<file path="config.mk">
export PLATFORM = sky130hd
export DESIGN_NAME = apt_top
export DESIGN_NICKNAME = d
export VERILOG_FILES = /design/src/inc/apt_pkg.sv /design/src/inc/apt_ts_if.sv /design/src/core/apt_ts.sv /design/src/core/apt_top.sv
export VERILOG_INCLUDE_DIRS = /design/src /design/src/inc
export SDC_FILE = /design/constraint.sdc
export NUM_CORES = 2
export LEC_CHECK = 0
export ABC_AREA = 1
export BUFFER_PORTS_ARGS = -buffer_cell sky130_fd_sc_hd__buf_2
export CAP_MARGIN = 20
export CORE_MARGIN = 2
export CORE_UTILIZATION = 35
export DETAILED_ROUTE_END_ITERATION = 12
export GPL_TIMING_DRIVEN = 0
export PLACE_DENSITY = 0.62
export SLEW_MARGIN = 0
export SYNTH_ARGS = -nofsm -noshare
export SYNTH_HDL_FRONTEND = slang
export SYNTH_SLANG_ARGS = --single-unit
</file>
<file path="constraint.sdc">
create_clock -name aclk -period 4.3 [get_ports aclk]
set_clock_uncertainty 0.15 [all_clocks]
set_input_delay 0.43 -clock aclk [delete_from_list [all_inputs] [get_ports aclk]]
set_output_delay 0.43 -clock aclk [all_outputs]
set_load 0.005 [all_outputs]
</file>
<file path="src/inc/apt_defines.svh">
`ifndef APT_DEFINES_SVH
`define APT_DEFINES_SVH
// What this block does
// - Each pulse-per-second adds one to seconds
// - Divided clock steps fraction; pulse clears it
// - Packets carry type, id, timestamps, trailer
// - Timestamp words filled from live counters
// - Acquired samples leave as signal packets
// - Playback packets lose framing, data forwarded
// - Gate mode ends transfer when gate ends
// - Optional metadata: channel, timestamp, length
// - Source is converter A, B or test

// ==========================================
// Register offsets
`define APT_OFF_CTRL   8'h00
`define APT_OFF_STATUS 8'h04
`define APT_OFF_PLEN   8'h08
`define APT_OFF_SID    8'h0c
`define APT_OFF_TRL    8'h10
`define APT_OFF_DIV    8'h14
`define APT_OFF_SEC    8'h18
`define APT_OFF_FRH    8'h1c
`define APT_OFF_FRL    8'h20
`define APT_OFF_XLEN   8'h24

// ==========================================
// Fields
`define APT_CTRL_RUN  0
`define APT_CTRL_GATE 1
`define APT_CTRL_META 2
`define APT_CTRL_PPS  3
`define APT_CTRL_SRC  5:4
`define APT_ST_OVF    3

// ==========================================
// Reset values and packet constants
`define APT_RST_CTRL  6'h00
`define APT_RST_PLEN  16'h0100
`define APT_RST_SID   32'h0000_0000
`define APT_RST_TRL   32'h0000_0000
`define APT_RST_DIV   16'h0001
`define APT_FRAME_WORDS 16'h0006
`define APT_PKT_TYPE_SIG 4'h1
`define APT_HDR_FLAGS 12'h461
`define APT_RESP_OK   2'b00
`define APT_RESP_ERR  2'b10
`define APT_PB_DATA_IDX 3'h5

`endif

</file>
<file path="src/inc/apt_pkg.sv">
`default_nettype none
package apt_pkg;
  typedef enum logic [2:0] {
    APT_IDLE = 3'b000,
    APT_HDR  = 3'b001,
    APT_SID  = 3'b011,
    APT_TSI  = 3'b010,
    APT_FRH  = 3'b110,
    APT_FRL  = 3'b111,
    APT_DATA = 3'b101,
    APT_TRL  = 3'b100
  } apt_state_t;

  typedef enum logic [1:0] {
    APT_SRC_ADC0 = 2'h0,
    APT_SRC_ADC1 = 2'h1,
    APT_SRC_TEST = 2'h2,
    APT_SRC_RSVD = 2'h3
  } apt_src_t;
endpackage : apt_pkg
`default_nettype wire

</file>
<file path="src/inc/apt_ts_if.sv">
`timescale 1ns/1ps
`default_nettype none
interface apt_ts_if;
  logic        pps_en;
  logic        load;
  logic [31:0] load_val;
  logic [15:0] div;
  logic [31:0] sec;
  logic [63:0] frac;
  logic        pps_edge;
  modport ctl (output pps_en, output load, output load_val, output div,
               input sec, input frac, input pps_edge);
  modport ts  (input pps_en, input load, input load_val, input div,
               output sec, output frac, output pps_edge);
endinterface : apt_ts_if
`default_nettype wire

</file>
<file path="src/core/apt_ts.sv">
`timescale 1ns/1ps
`default_nettype none
`include "apt_defines.svh"
module apt_ts (
  input  wire logic aclk,
  input  wire logic aresetn,
  input  wire logic pps_in,
  apt_ts_if.ts      t
);
  logic        pps_q;
  logic [31:0] sec_q, sec_d;
  logic [63:0] frac_q, frac_d;
  logic [15:0] dcnt_q, dcnt_d;
  logic        tick;

  // ==========================================
  // Seconds and fraction counters
  assign t.pps_edge = pps_in & ~pps_q;
  assign t.sec      = sec_q;
  assign t.frac     = frac_q;
  // A divide of zero behaves as one
  assign tick = ({1'b0, dcnt_q} + 17'h00001) >= {1'b0, t.div};

  always_comb begin
    sec_d  = sec_q;
    frac_d = frac_q;
    dcnt_d = dcnt_q;
    if (t.load && !t.pps_en) begin
      sec_d = t.load_val;
    end else if (t.pps_edge && t.pps_en) begin
      sec_d = sec_q + 32'h0000_0001;
    end
    if (t.pps_edge) begin
      frac_d = 64'h0;
      dcnt_d = 16'h0000;
    end else if (tick) begin
      frac_d = frac_q + 64'h1;
      dcnt_d = 16'h0000;
    end else begin
      dcnt_d = dcnt_q + 16'h0001;
    end
  end

  always_ff @(posedge aclk) begin
    if (!aresetn) begin
      pps_q  <= 1'b0;
      sec_q  <= 32'h0;
      frac_q <= 64'h0;
      dcnt_q <= 16'h0000;
    end else begin
      pps_q  <= pps_in;
      sec_q  <= sec_d;
      frac_q <= frac_d;
      dcnt_q <= dcnt_d;
    end
  end
endmodule : apt_ts
`default_nettype wire

</file>
<file path="src/core/apt_top.sv">
// The AXI4-Lite slave port and the placing of the registers were decided locally.
`timescale 1ns/1ps
`default_nettype none
`include "apt_defines.svh"
module apt_top #(
  parameter int         DATA_W  = 16,
  parameter logic [7:0] CHAN_ID = 8'h00
) (
  input  wire logic              aclk,
  input  wire logic              aresetn,
  input  wire logic [7:0]        s_axi_awaddr,
  input  wire logic              s_axi_awvalid,
  output logic                   s_axi_awready,
  input  wire logic [31:0]       s_axi_wdata,
  input  wire logic [3:0]        s_axi_wstrb,
  input  wire logic              s_axi_wvalid,
  output logic                   s_axi_wready,
  output logic [1:0]             s_axi_bresp,
  output logic                   s_axi_bvalid,
  input  wire logic              s_axi_bready,
  input  wire logic [7:0]        s_axi_araddr,
  input  wire logic              s_axi_arvalid,
  output logic                   s_axi_arready,
  output logic [31:0]            s_axi_rdata,
  output logic [1:0]             s_axi_rresp,
  output logic                   s_axi_rvalid,
  input  wire logic              s_axi_rready,
  input  wire logic [DATA_W-1:0] adc0_data,
  input  wire logic [DATA_W-1:0] adc1_data,
  input  wire logic              sample_valid,
  input  wire logic              gate_in,
  input  wire logic              pps_in,
  output logic [31:0]            dma_tdata,
  output logic                   dma_tvalid,
  input  wire logic              dma_tready,
  output logic                   dma_tlast,
  output logic                   xfer_end,
  output logic                   meta_valid,
  output logic [7:0]             meta_chan,
  output logic [31:0]            meta_sec,
  output logic [63:0]            meta_frac,
  output logic [31:0]            meta_len,
  input  wire logic [31:0]       pb_tdata,
  input  wire logic              pb_tvalid,
  output logic                   pb_tready,
  input  wire logic              pb_tlast,
  output logic [31:0]            tx_data,
  output logic                   tx_valid
);
  apt_ts_if ts_bus ();

  apt_ts u_ts (
    .aclk    (aclk),
    .aresetn (aresetn),
    .pps_in  (pps_in),
    .t       (ts_bus.ts)
  );

  // ==========================================
  // Register bus
  logic        awh_q, awh_d, wh_q, wh_d, bv_q, bv_d, rv_q, rv_d, wr_go;
  logic [7:0]  awa_q, awa_d;
  logic [31:0] wd_q, wd_d, rd_q, rd_d, mw;
  logic [3:0]  ws_q, ws_d;
  logic [1:0]  br_q, br_d, rr_q, rr_d;
  logic [5:0]  ctrl_q, ctrl_d;
  logic [15:0] plen_q, plen_d, div_q, div_d;
  logic [31:0] sid_q, sid_d, trl_q, trl_d;
  logic        ovf_clr, ts_load;
  logic        ovf_q, ovf_d;
  logic [31:0] xlast_q, xlast_d;
  apt_pkg::apt_state_t st_q, st_d;

  function automatic logic [31:0] merge(input logic [31:0] old, input logic [31:0] nw, input logic [3:0] be);
    for (int i = 0; i < 4; i++) begin
      merge[i*8 +: 8] = be[i] ? nw[i*8 +: 8] : old[i*8 +: 8];
    end
  endfunction : merge

  assign s_axi_awready = !awh_q && !bv_q;
  assign s_axi_wready  = !wh_q && !bv_q;
  assign s_axi_arready = !rv_q;
  assign s_axi_bvalid  = bv_q;
  assign s_axi_bresp   = br_q;
  assign s_axi_rvalid  = rv_q;
  assign s_axi_rdata   = rd_q;
  assign s_axi_rresp   = rr_q;
  assign wr_go         = awh_q && wh_q && !bv_q;

  assign ts_bus.pps_en   = ctrl_q[`APT_CTRL_PPS];
  assign ts_bus.load     = ts_load;
  assign ts_bus.load_val = wd_q;
  assign ts_bus.div      = div_q;

  always_comb begin
    awh_d = awh_q;  awa_d = awa_q;  wh_d = wh_q;  wd_d = wd_q;  ws_d = ws_q;
    bv_d  = bv_q && !s_axi_bready;  br_d = br_q;
    rv_d  = rv_q && !s_axi_rready;  rd_d = rd_q;  rr_d = rr_q;
    ctrl_d = ctrl_q;  plen_d = plen_q;  sid_d = sid_q;  trl_d = trl_q;  div_d = div_q;
    ovf_clr = 1'b0;  ts_load = 1'b0;  mw = 32'h0;
    if (s_axi_awvalid && s_axi_awready) begin
      awh_d = 1'b1;
      awa_d = s_axi_awaddr;
    end
    if (s_axi_wvalid && s_axi_wready) begin
      wh_d = 1'b1;
      wd_d = s_axi_wdata;
      ws_d = s_axi_wstrb;
    end
    if (wr_go) begin
      awh_d = 1'b0;
      wh_d  = 1'b0;
      bv_d  = 1'b1;
      br_d  = `APT_RESP_OK;
      case (awa_q)
        `APT_OFF_CTRL: begin
          mw     = merge({26'h0, ctrl_q}, wd_q, ws_q);
          ctrl_d = mw[5:0];
        end
        `APT_OFF_STATUS: ovf_clr = wd_q[`APT_ST_OVF] && ws_q[0];
        `APT_OFF_PLEN: begin
          mw     = merge({16'h0, plen_q}, wd_q, ws_q);
          plen_d = mw[15:0];
        end
        `APT_OFF_SID: sid_d = merge(sid_q, wd_q, ws_q);
        `APT_OFF_TRL: trl_d = merge(trl_q, wd_q, ws_q);
        `APT_OFF_DIV: begin
          mw    = merge({16'h0, div_q}, wd_q, ws_q);
          div_d = mw[15:0];
        end
        // Seconds take the whole word; ignored while pulses count
        `APT_OFF_SEC: ts_load = 1'b1;
        default: br_d = `APT_RESP_ERR;
      endcase
    end
    if (s_axi_arvalid && s_axi_arready) begin
      rv_d = 1'b1;
      rr_d = `APT_RESP_OK;
      case (s_axi_araddr)
        `APT_OFF_CTRL:   rd_d = {26'h0, ctrl_q};
        `APT_OFF_STATUS: rd_d = {28'h0, ovf_q, st_q};
        `APT_OFF_PLEN:   rd_d = {16'h0, plen_q};
        `APT_OFF_SID:    rd_d = sid_q;
        `APT_OFF_TRL:    rd_d = trl_q;
        `APT_OFF_DIV:    rd_d = {16'h0, div_q};
        `APT_OFF_SEC:    rd_d = ts_bus.sec;
        `APT_OFF_FRH:    rd_d = ts_bus.frac[63:32];
        `APT_OFF_FRL:    rd_d = ts_bus.frac[31:0];
        `APT_OFF_XLEN:   rd_d = xlast_q;
        default: begin
          rd_d = 32'h0;
          rr_d = `APT_RESP_ERR;
        end
      endcase
    end
  end

  always_ff @(posedge aclk) begin
    if (!aresetn) begin
      awh_q <= 1'b0;  awa_q <= 8'h00;  wh_q <= 1'b0;  wd_q <= 32'h0;  ws_q <= 4'h0;
      bv_q  <= 1'b0;  br_q  <= 2'h0;   rv_q <= 1'b0;  rd_q <= 32'h0;  rr_q <= 2'h0;
      ctrl_q <= `APT_RST_CTRL;  plen_q <= `APT_RST_PLEN;  sid_q <= `APT_RST_SID;
      trl_q  <= `APT_RST_TRL;   div_q  <= `APT_RST_DIV;
    end else begin
      awh_q <= awh_d;  awa_q <= awa_d;  wh_q <= wh_d;  wd_q <= wd_d;  ws_q <= ws_d;
      bv_q  <= bv_d;   br_q  <= br_d;   rv_q <= rv_d;  rd_q <= rd_d;  rr_q <= rr_d;
      ctrl_q <= ctrl_d;  plen_q <= plen_d;  sid_q <= sid_d;
      trl_q  <= trl_d;   div_q  <= div_d;
    end
  end

  // ==========================================
  // Sample source and packet builder
  logic [DATA_W-1:0] tg_q, tg_d, samp;
  logic [31:0]       samp_w, td_q, td_d, word, xlen_q, xlen_d, sec_cap_q, sec_cap_d;
  logic [63:0]       frac_cap_q, frac_cap_d, xfrac_q, xfrac_d;
  logic [31:0]       xsec_q, xsec_d, msec_q, msec_d, mlen_q, mlen_d;
  logic [63:0]       mfrac_q, mfrac_d;
  logic [15:0]       wcnt_q, wcnt_d, dwords;
  logic              tv_q, tv_d, tl_q, tl_d, end_q, end_d, xe_q, xe_d, mv_q, mv_d;
  logic              ld, lst, fin, ovf_set, can_load, acq_on;

  assign can_load = !tv_q || dma_tready;
  // Gate mode lets the gate bound the transfer
  assign acq_on = ctrl_q[`APT_CTRL_RUN] && (!ctrl_q[`APT_CTRL_GATE] || gate_in);
  assign fin    = end_q || !acq_on;
  // Short sizes still carry one data word
  assign dwords = (plen_q > `APT_FRAME_WORDS) ? plen_q - `APT_FRAME_WORDS : 16'h0001;

  always_comb begin
    case (apt_pkg::apt_src_t'(ctrl_q[`APT_CTRL_SRC]))
      apt_pkg::APT_SRC_ADC0: samp = adc0_data;
      apt_pkg::APT_SRC_ADC1: samp = adc1_data;
      apt_pkg::APT_SRC_TEST: samp = tg_q;
      default:               samp = '0;
    endcase
    samp_w = {{(32 - DATA_W){1'b0}}, samp};
  end

  always_comb begin
    st_d = st_q;  wcnt_d = wcnt_q;  xlen_d = xlen_q;  end_d = end_q;
    sec_cap_d = sec_cap_q;  frac_cap_d = frac_cap_q;  xsec_d = xsec_q;  xfrac_d = xfrac_q;
    msec_d = msec_q;  mfrac_d = mfrac_q;  mlen_d = mlen_q;  xlast_d = xlast_q;
    tg_d = sample_valid ? tg_q + DATA_W'(1) : tg_q;
    xe_d = 1'b0;  mv_d = 1'b0;  ld = 1'b0;  lst = 1'b0;  word = 32'h0;  ovf_set = 1'b0;
    case (st_q)
      apt_pkg::APT_IDLE: if (acq_on) st_d = apt_pkg::APT_HDR;
      apt_pkg::APT_HDR: if (can_load) begin
        ld   = 1'b1;
        word = {`APT_PKT_TYPE_SIG, `APT_HDR_FLAGS, plen_q};
        sec_cap_d  = ts_bus.sec;
        frac_cap_d = ts_bus.frac;
        st_d = apt_pkg::APT_SID;
      end
      apt_pkg::APT_SID: if (can_load) begin
        ld   = 1'b1;
        word = sid_q;
        st_d = apt_pkg::APT_TSI;
      end
      apt_pkg::APT_TSI: if (can_load) begin
        ld   = 1'b1;
        word = sec_cap_q;
        st_d = apt_pkg::APT_FRH;
      end
      apt_pkg::APT_FRH: if (can_load) begin
        ld   = 1'b1;
        word = frac_cap_q[63:32];
        st_d = apt_pkg::APT_FRL;
      end
      apt_pkg::APT_FRL: if (can_load) begin
        ld     = 1'b1;
        word   = frac_cap_q[31:0];
        wcnt_d = dwords;
        st_d   = apt_pkg::APT_DATA;
      end
      apt_pkg::APT_DATA: begin
        if (!acq_on) begin
          // Packet closes short; header size is already gone
          end_d = 1'b1;
          st_d  = apt_pkg::APT_TRL;
        end else if (sample_valid) begin
          if (can_load) begin
            ld     = 1'b1;
            word   = samp_w;
            xlen_d = xlen_q + 32'h1;
            wcnt_d = wcnt_q - 16'h0001;
            if (xlen_q == 32'h0) begin
              xsec_d  = ts_bus.sec;
              xfrac_d = ts_bus.frac;
            end
            if (wcnt_q == 16'h0001) st_d = apt_pkg::APT_TRL;
          end else begin
            // No buffer: a stalled sink drops samples
            ovf_set = 1'b1;
          end
        end
      end
      apt_pkg::APT_TRL: if (can_load) begin
        ld   = 1'b1;
        lst  = 1'b1;
        word = {trl_q[31:1], fin};
        if (fin) begin
          xe_d    = 1'b1;
          mv_d    = ctrl_q[`APT_CTRL_META];
          msec_d  = xsec_q;
          mfrac_d = xfrac_q;
          mlen_d  = xlen_q;
          xlast_d = xlen_q;
          xlen_d  = 32'h0;
          end_d   = 1'b0;
          st_d    = apt_pkg::APT_IDLE;
        end else begin
          st_d = apt_pkg::APT_HDR;
        end
      end
      default: st_d = apt_pkg::APT_IDLE;
    endcase
    tv_d = ld || (tv_q && !dma_tready);
    td_d = ld ? word : td_q;
    tl_d = ld ? lst : tl_q;
    ovf_d = ovf_set || (ovf_q && !ovf_clr);
  end

  always_ff @(posedge aclk) begin
    if (!aresetn) begin
      st_q <= apt_pkg::APT_IDLE;  wcnt_q <= 16'h0000;  xlen_q <= 32'h0;  end_q <= 1'b0;
      sec_cap_q <= 32'h0;  frac_cap_q <= 64'h0;  xsec_q <= 32'h0;  xfrac_q <= 64'h0;
      msec_q <= 32'h0;  mfrac_q <= 64'h0;  mlen_q <= 32'h0;  xlast_q <= 32'h0;
      tg_q <= '0;  xe_q <= 1'b0;  mv_q <= 1'b0;  tv_q <= 1'b0;  td_q <= 32'h0;
      tl_q <= 1'b0;  ovf_q <= 1'b0;
    end else begin
      st_q <= st_d;  wcnt_q <= wcnt_d;  xlen_q <= xlen_d;  end_q <= end_d;
      sec_cap_q <= sec_cap_d;  frac_cap_q <= frac_cap_d;  xsec_q <= xsec_d;  xfrac_q <= xfrac_d;
      msec_q <= msec_d;  mfrac_q <= mfrac_d;  mlen_q <= mlen_d;  xlast_q <= xlast_d;
      tg_q <= tg_d;  xe_q <= xe_d;  mv_q <= mv_d;  tv_q <= tv_d;  td_q <= td_d;
      tl_q <= tl_d;  ovf_q <= ovf_d;
    end
  end

  assign dma_tdata  = td_q;
  assign dma_tvalid = tv_q;
  assign dma_tlast  = tl_q;
  assign xfer_end   = xe_q;
  assign meta_valid = mv_q;
  assign meta_chan  = CHAN_ID;
  assign meta_sec   = msec_q;
  assign meta_frac  = mfrac_q;
  assign meta_len   = mlen_q;

  // ==========================================
  // Playback framing strip
  logic [2:0]  pbi_q, pbi_d;
  logic [31:0] txd_q, txd_d;
  logic        txv_q, txv_d;

  assign pb_tready = 1'b1;

  always_comb begin
    pbi_d = pbi_q;
    txd_d = txd_q;
    txv_d = 1'b0;
    if (pb_tvalid) begin
      if (pb_tlast) begin
        pbi_d = 3'h0;
      end else if (pbi_q == `APT_PB_DATA_IDX) begin
        txv_d = 1'b1;
        txd_d = pb_tdata;
      end else begin
        pbi_d = pbi_q + 3'h1;
      end
    end
  end

  always_ff @(posedge aclk) begin
    if (!aresetn) begin
      pbi_q <= 3'h0;
      txd_q <= 32'h0;
      txv_q <= 1'b0;
    end else begin
      pbi_q <= pbi_d;
      txd_q <= txd_d;
      txv_q <= txv_d;
    end
  end

  assign tx_data  = txd_q;
  assign tx_valid = txv_q;
endmodule : apt_top
`default_nettype wire

</file>
==> results_dict.tcl <==
set metrics [dict create \
    endpoint_kind "flop" \
    synth-seq-cells 758 \
    synthFlopType "dfxtp_1" \
    holdWs_ns 0.02816 \
    avgSynthCellArea_sq_um 6.928 \
    drtIter0Drc 4140 \
    worst_pin_slew_ns 1.255 \
    dp_hpwl_um 136300 \
    async_flop_share_pct 0 \
    drv_slew 0 \
    crit_arrival_ns 4.41 \
    viasPerCell 5.419 \
    cp.required_ns 4.75 \
    mostFrequentLayoutCells "nor2_1, nand2_1, dfxtp_1" \
    slew_headroom_pct 16.35 \
    antenna_found_initial 7 \
    grt.overflow.total 0 \
    fill_cells 10510 \
    clk_transition_reported_paths_ns 0.06 \
    die-area_sq_um 102700 \
    period_minus_slack_ns 3.959 \
    clock_sinks 758 \
    drive_above_1_share_pct 11.35 \
    hold_viol_final 0 \
    cts_tree "built" \
    ys_seq_area_share_pct 43.28 \
    synth_area_leader_cell "dfxtp_1" \
    design.core.area_sq_um 99710 \
    p_per_area_nw_per_um2 472.8 \
    gp_congestion 1.069 \
    grt_use_total_pct 31.99 \
    chipHeight_um 320.5 \
    io_buffers 364 \
    grt_max_degree 15 \
    grt_setup_unrepaired "false" \
    layout_commonest_cell "nor2_1" \
    r2r_cells 18 \
    final_util_pct 42.73 \
    finalSetupViolations 0 \
    io_pins 376 \
    clockBufferDepth 3 \
    r2r_start "u_ts.dcnt_q[0]" \
    areaGrowthSynthToFinish_pct 21.52 \
    status "complete, no violations" \
    tns_ns 0 \
    synth_edf_count 0 \
    synth.distinct_cells 53 \
    reg2reg_to "u_ts.t.frac[53]" \
    regToRegSetupSlack_ns 0.34 \
    yosys.area.top_type_share_pct 43.28 \
    critPathKind "flop to flop" \
    grt_pass1_wl_um 240200 \
    grt_pass1_vias 34820 \
    rows 116 \
    drtAntennaViolNets 0 \
    clockRootBuffer "clkbuf_16" \
    die_w_um 320.5 \
    place_inst 6738 \
    vias 37880 \
    drt_wl_total_um 169700 \
    period_share_pct 92.07 \
    fin_cells 6989 \
    synth_area_sq_um 35060 \
    cts_buffers 87 \
    crit_fanout 10 \
    synth.top_cells.by_area "dfxtp_1, nor2_1, nand2_1, o21ai_0, a21oi_1" \
    drc_errors 0 \
    yosys_warnings 0 \
    leakage_nw 16.38 \
    clk-insertion-delay-late_ns 0.68 \
    htreeDepth 3 \
    hold_start "adc1_data[15]" \
    hold_class "input pin to flop" \
    drt_first_pass_iters 6 \
    maxCapViolCount 0 \
    drt-wirelength-per-cell_um 24.29 \
    hold_depth 5 \
    hold_path_end "dma_tdata[15]" \
    critPathLaunchType "flop" \
    syn_inst 5061 \
    power_mw 20.14 \
    max_freq_mhz 252.6 \
    peakVddDrop_mv 0.3149 \
    start_util_pct 35.17 \
    num-nets-final 5769 \
    cts_setup_buffers 0 \
]
==> area by class of cell <==
class / instances / area (sq um) / area share [%]
well taps: 1298 / 1624 / 3.811
inverters: 524 / 1967 / 4.616
multi-input cells: 3490 / 16620 / 39.00
plain buffers: 298 / 1356 / 3.183
clock inverters: 39 / 494.2 / 1.160
diodes: 6 / 15.01 / 0.03524
flip-flops and latches: 758 / 15170 / 35.61
repair buffers: 454 / 2758 / 6.472
clock buffers: 122 / 2605 / 6.113
==> cells in the mapped netlist, drive strengths merged (13+ instances only) <==
master and count:
nand4 111, ha 27, nor4 13, a21oi 443
a31oi 36, buf 100, nor2 854, clkbuf 198
inv 521, o211ai 16, xor2 91, nand3 160
nand2 819, o21ai 591, dfxtp 758, o22ai 142
o31ai 18, nor3 101
==> flip-flops by register name, summed over array words and instances (netlist names), 64 cells and up, named ones only <==
name and cells:
xfrac_q 64, meta_frac 64, u_ts.t.frac 64, frac_cap_q 64
==> critical path, cell delays in order, from the launching register on <==
cell and delay, ns:
dfxtp_1 0.38, ha_1 0.19, nand2_1 0.09, nor2_1 0.30
nand3_1 0.17, nor2_1 0.22, nand2_1 0.09, xor2_1 0.18
inv_1 0.07, ha_1 0.29, nand2_1 0.10, nor2_1 0.07
nand4_1 0.07, nor2_1 0.08, nor3_4 0.32, clkbuf_4 0.39
buf_1 0.37, nand4_1 0.14, a21oi_1 0.20
==> power breakdown <==
group | total, mW | switching (mW) | leakage (nW) | internal (mW)
Combinational | 3.84 | 2.70 | 8.74 | 1.14
Clock | 8.04 | 3.25 | 1.50 | 4.79
Sequential | 8.26 | 0.493 | 6.14 | 7.77
Total | 20.1 | 6.44 | 16.4 | 13.7
==> worst max path at each step <==
stage                    from               to  slack (ns)  cells after the start
3_3_place_gp          aresetn    meta_frac[63]       -0.05                      6
3_5_place_dp   u_ts.dcnt_q[0]  u_ts.t.frac[53]       -0.14                     18
4_1_cts        u_ts.dcnt_q[0]  u_ts.t.frac[53]        0.21                     18
6_report       u_ts.dcnt_q[0]  u_ts.t.frac[53]        0.34                     18
2_1_floorplan  u_ts.dcnt_q[0]  u_ts.t.frac[10]        1.21                     18
5_1_grt        u_ts.dcnt_q[0]  u_ts.t.frac[58]        0.06                     18
==> per-stage QoR <==
stage	setup WS, ns	instance area, sq um
after floorplan	1.207	35100
after global placement	-0.04846	38540
after detailed placement	-0.1369	38630
after CTS	0.2107	42570
after global routing	0.06260	42600
final	0.3409	42610
==> logic make-up after synthesis <==
kind of cell,count (synthesis),share of synthesized area [%]
adders and majority gates,27,0.9634
DFF,758,43.28
xor gates and xnor gates,96,2.398
other,2,0.02142
AOI/OAI and AO/OA,1282,19.53
buffers and inverters,822,9.460
and+or+nand+nor,2074,24.35
==> routing by layer <==
layer | global-route usage [%] | vias up | share of wire, %
li1 | - | 17840 | -
met1 | 43.31 | 17730 | 43
met2 | 48.00 | 1922 | 42
met3 | 7.003 | 378 | 10
met4 | 15.64 | 6 | 5.3
met5 | 0 | - | 0.024
==> what timing repair did <==
item / in CTS / in global routing
endpoints found under the setup margin: 60 / 60
hold buffers: 83 / 0
hold endpoints to repair: 83 / 0
gates resized for setup: 1 / 3
Power figures use the tool's default switching activity.
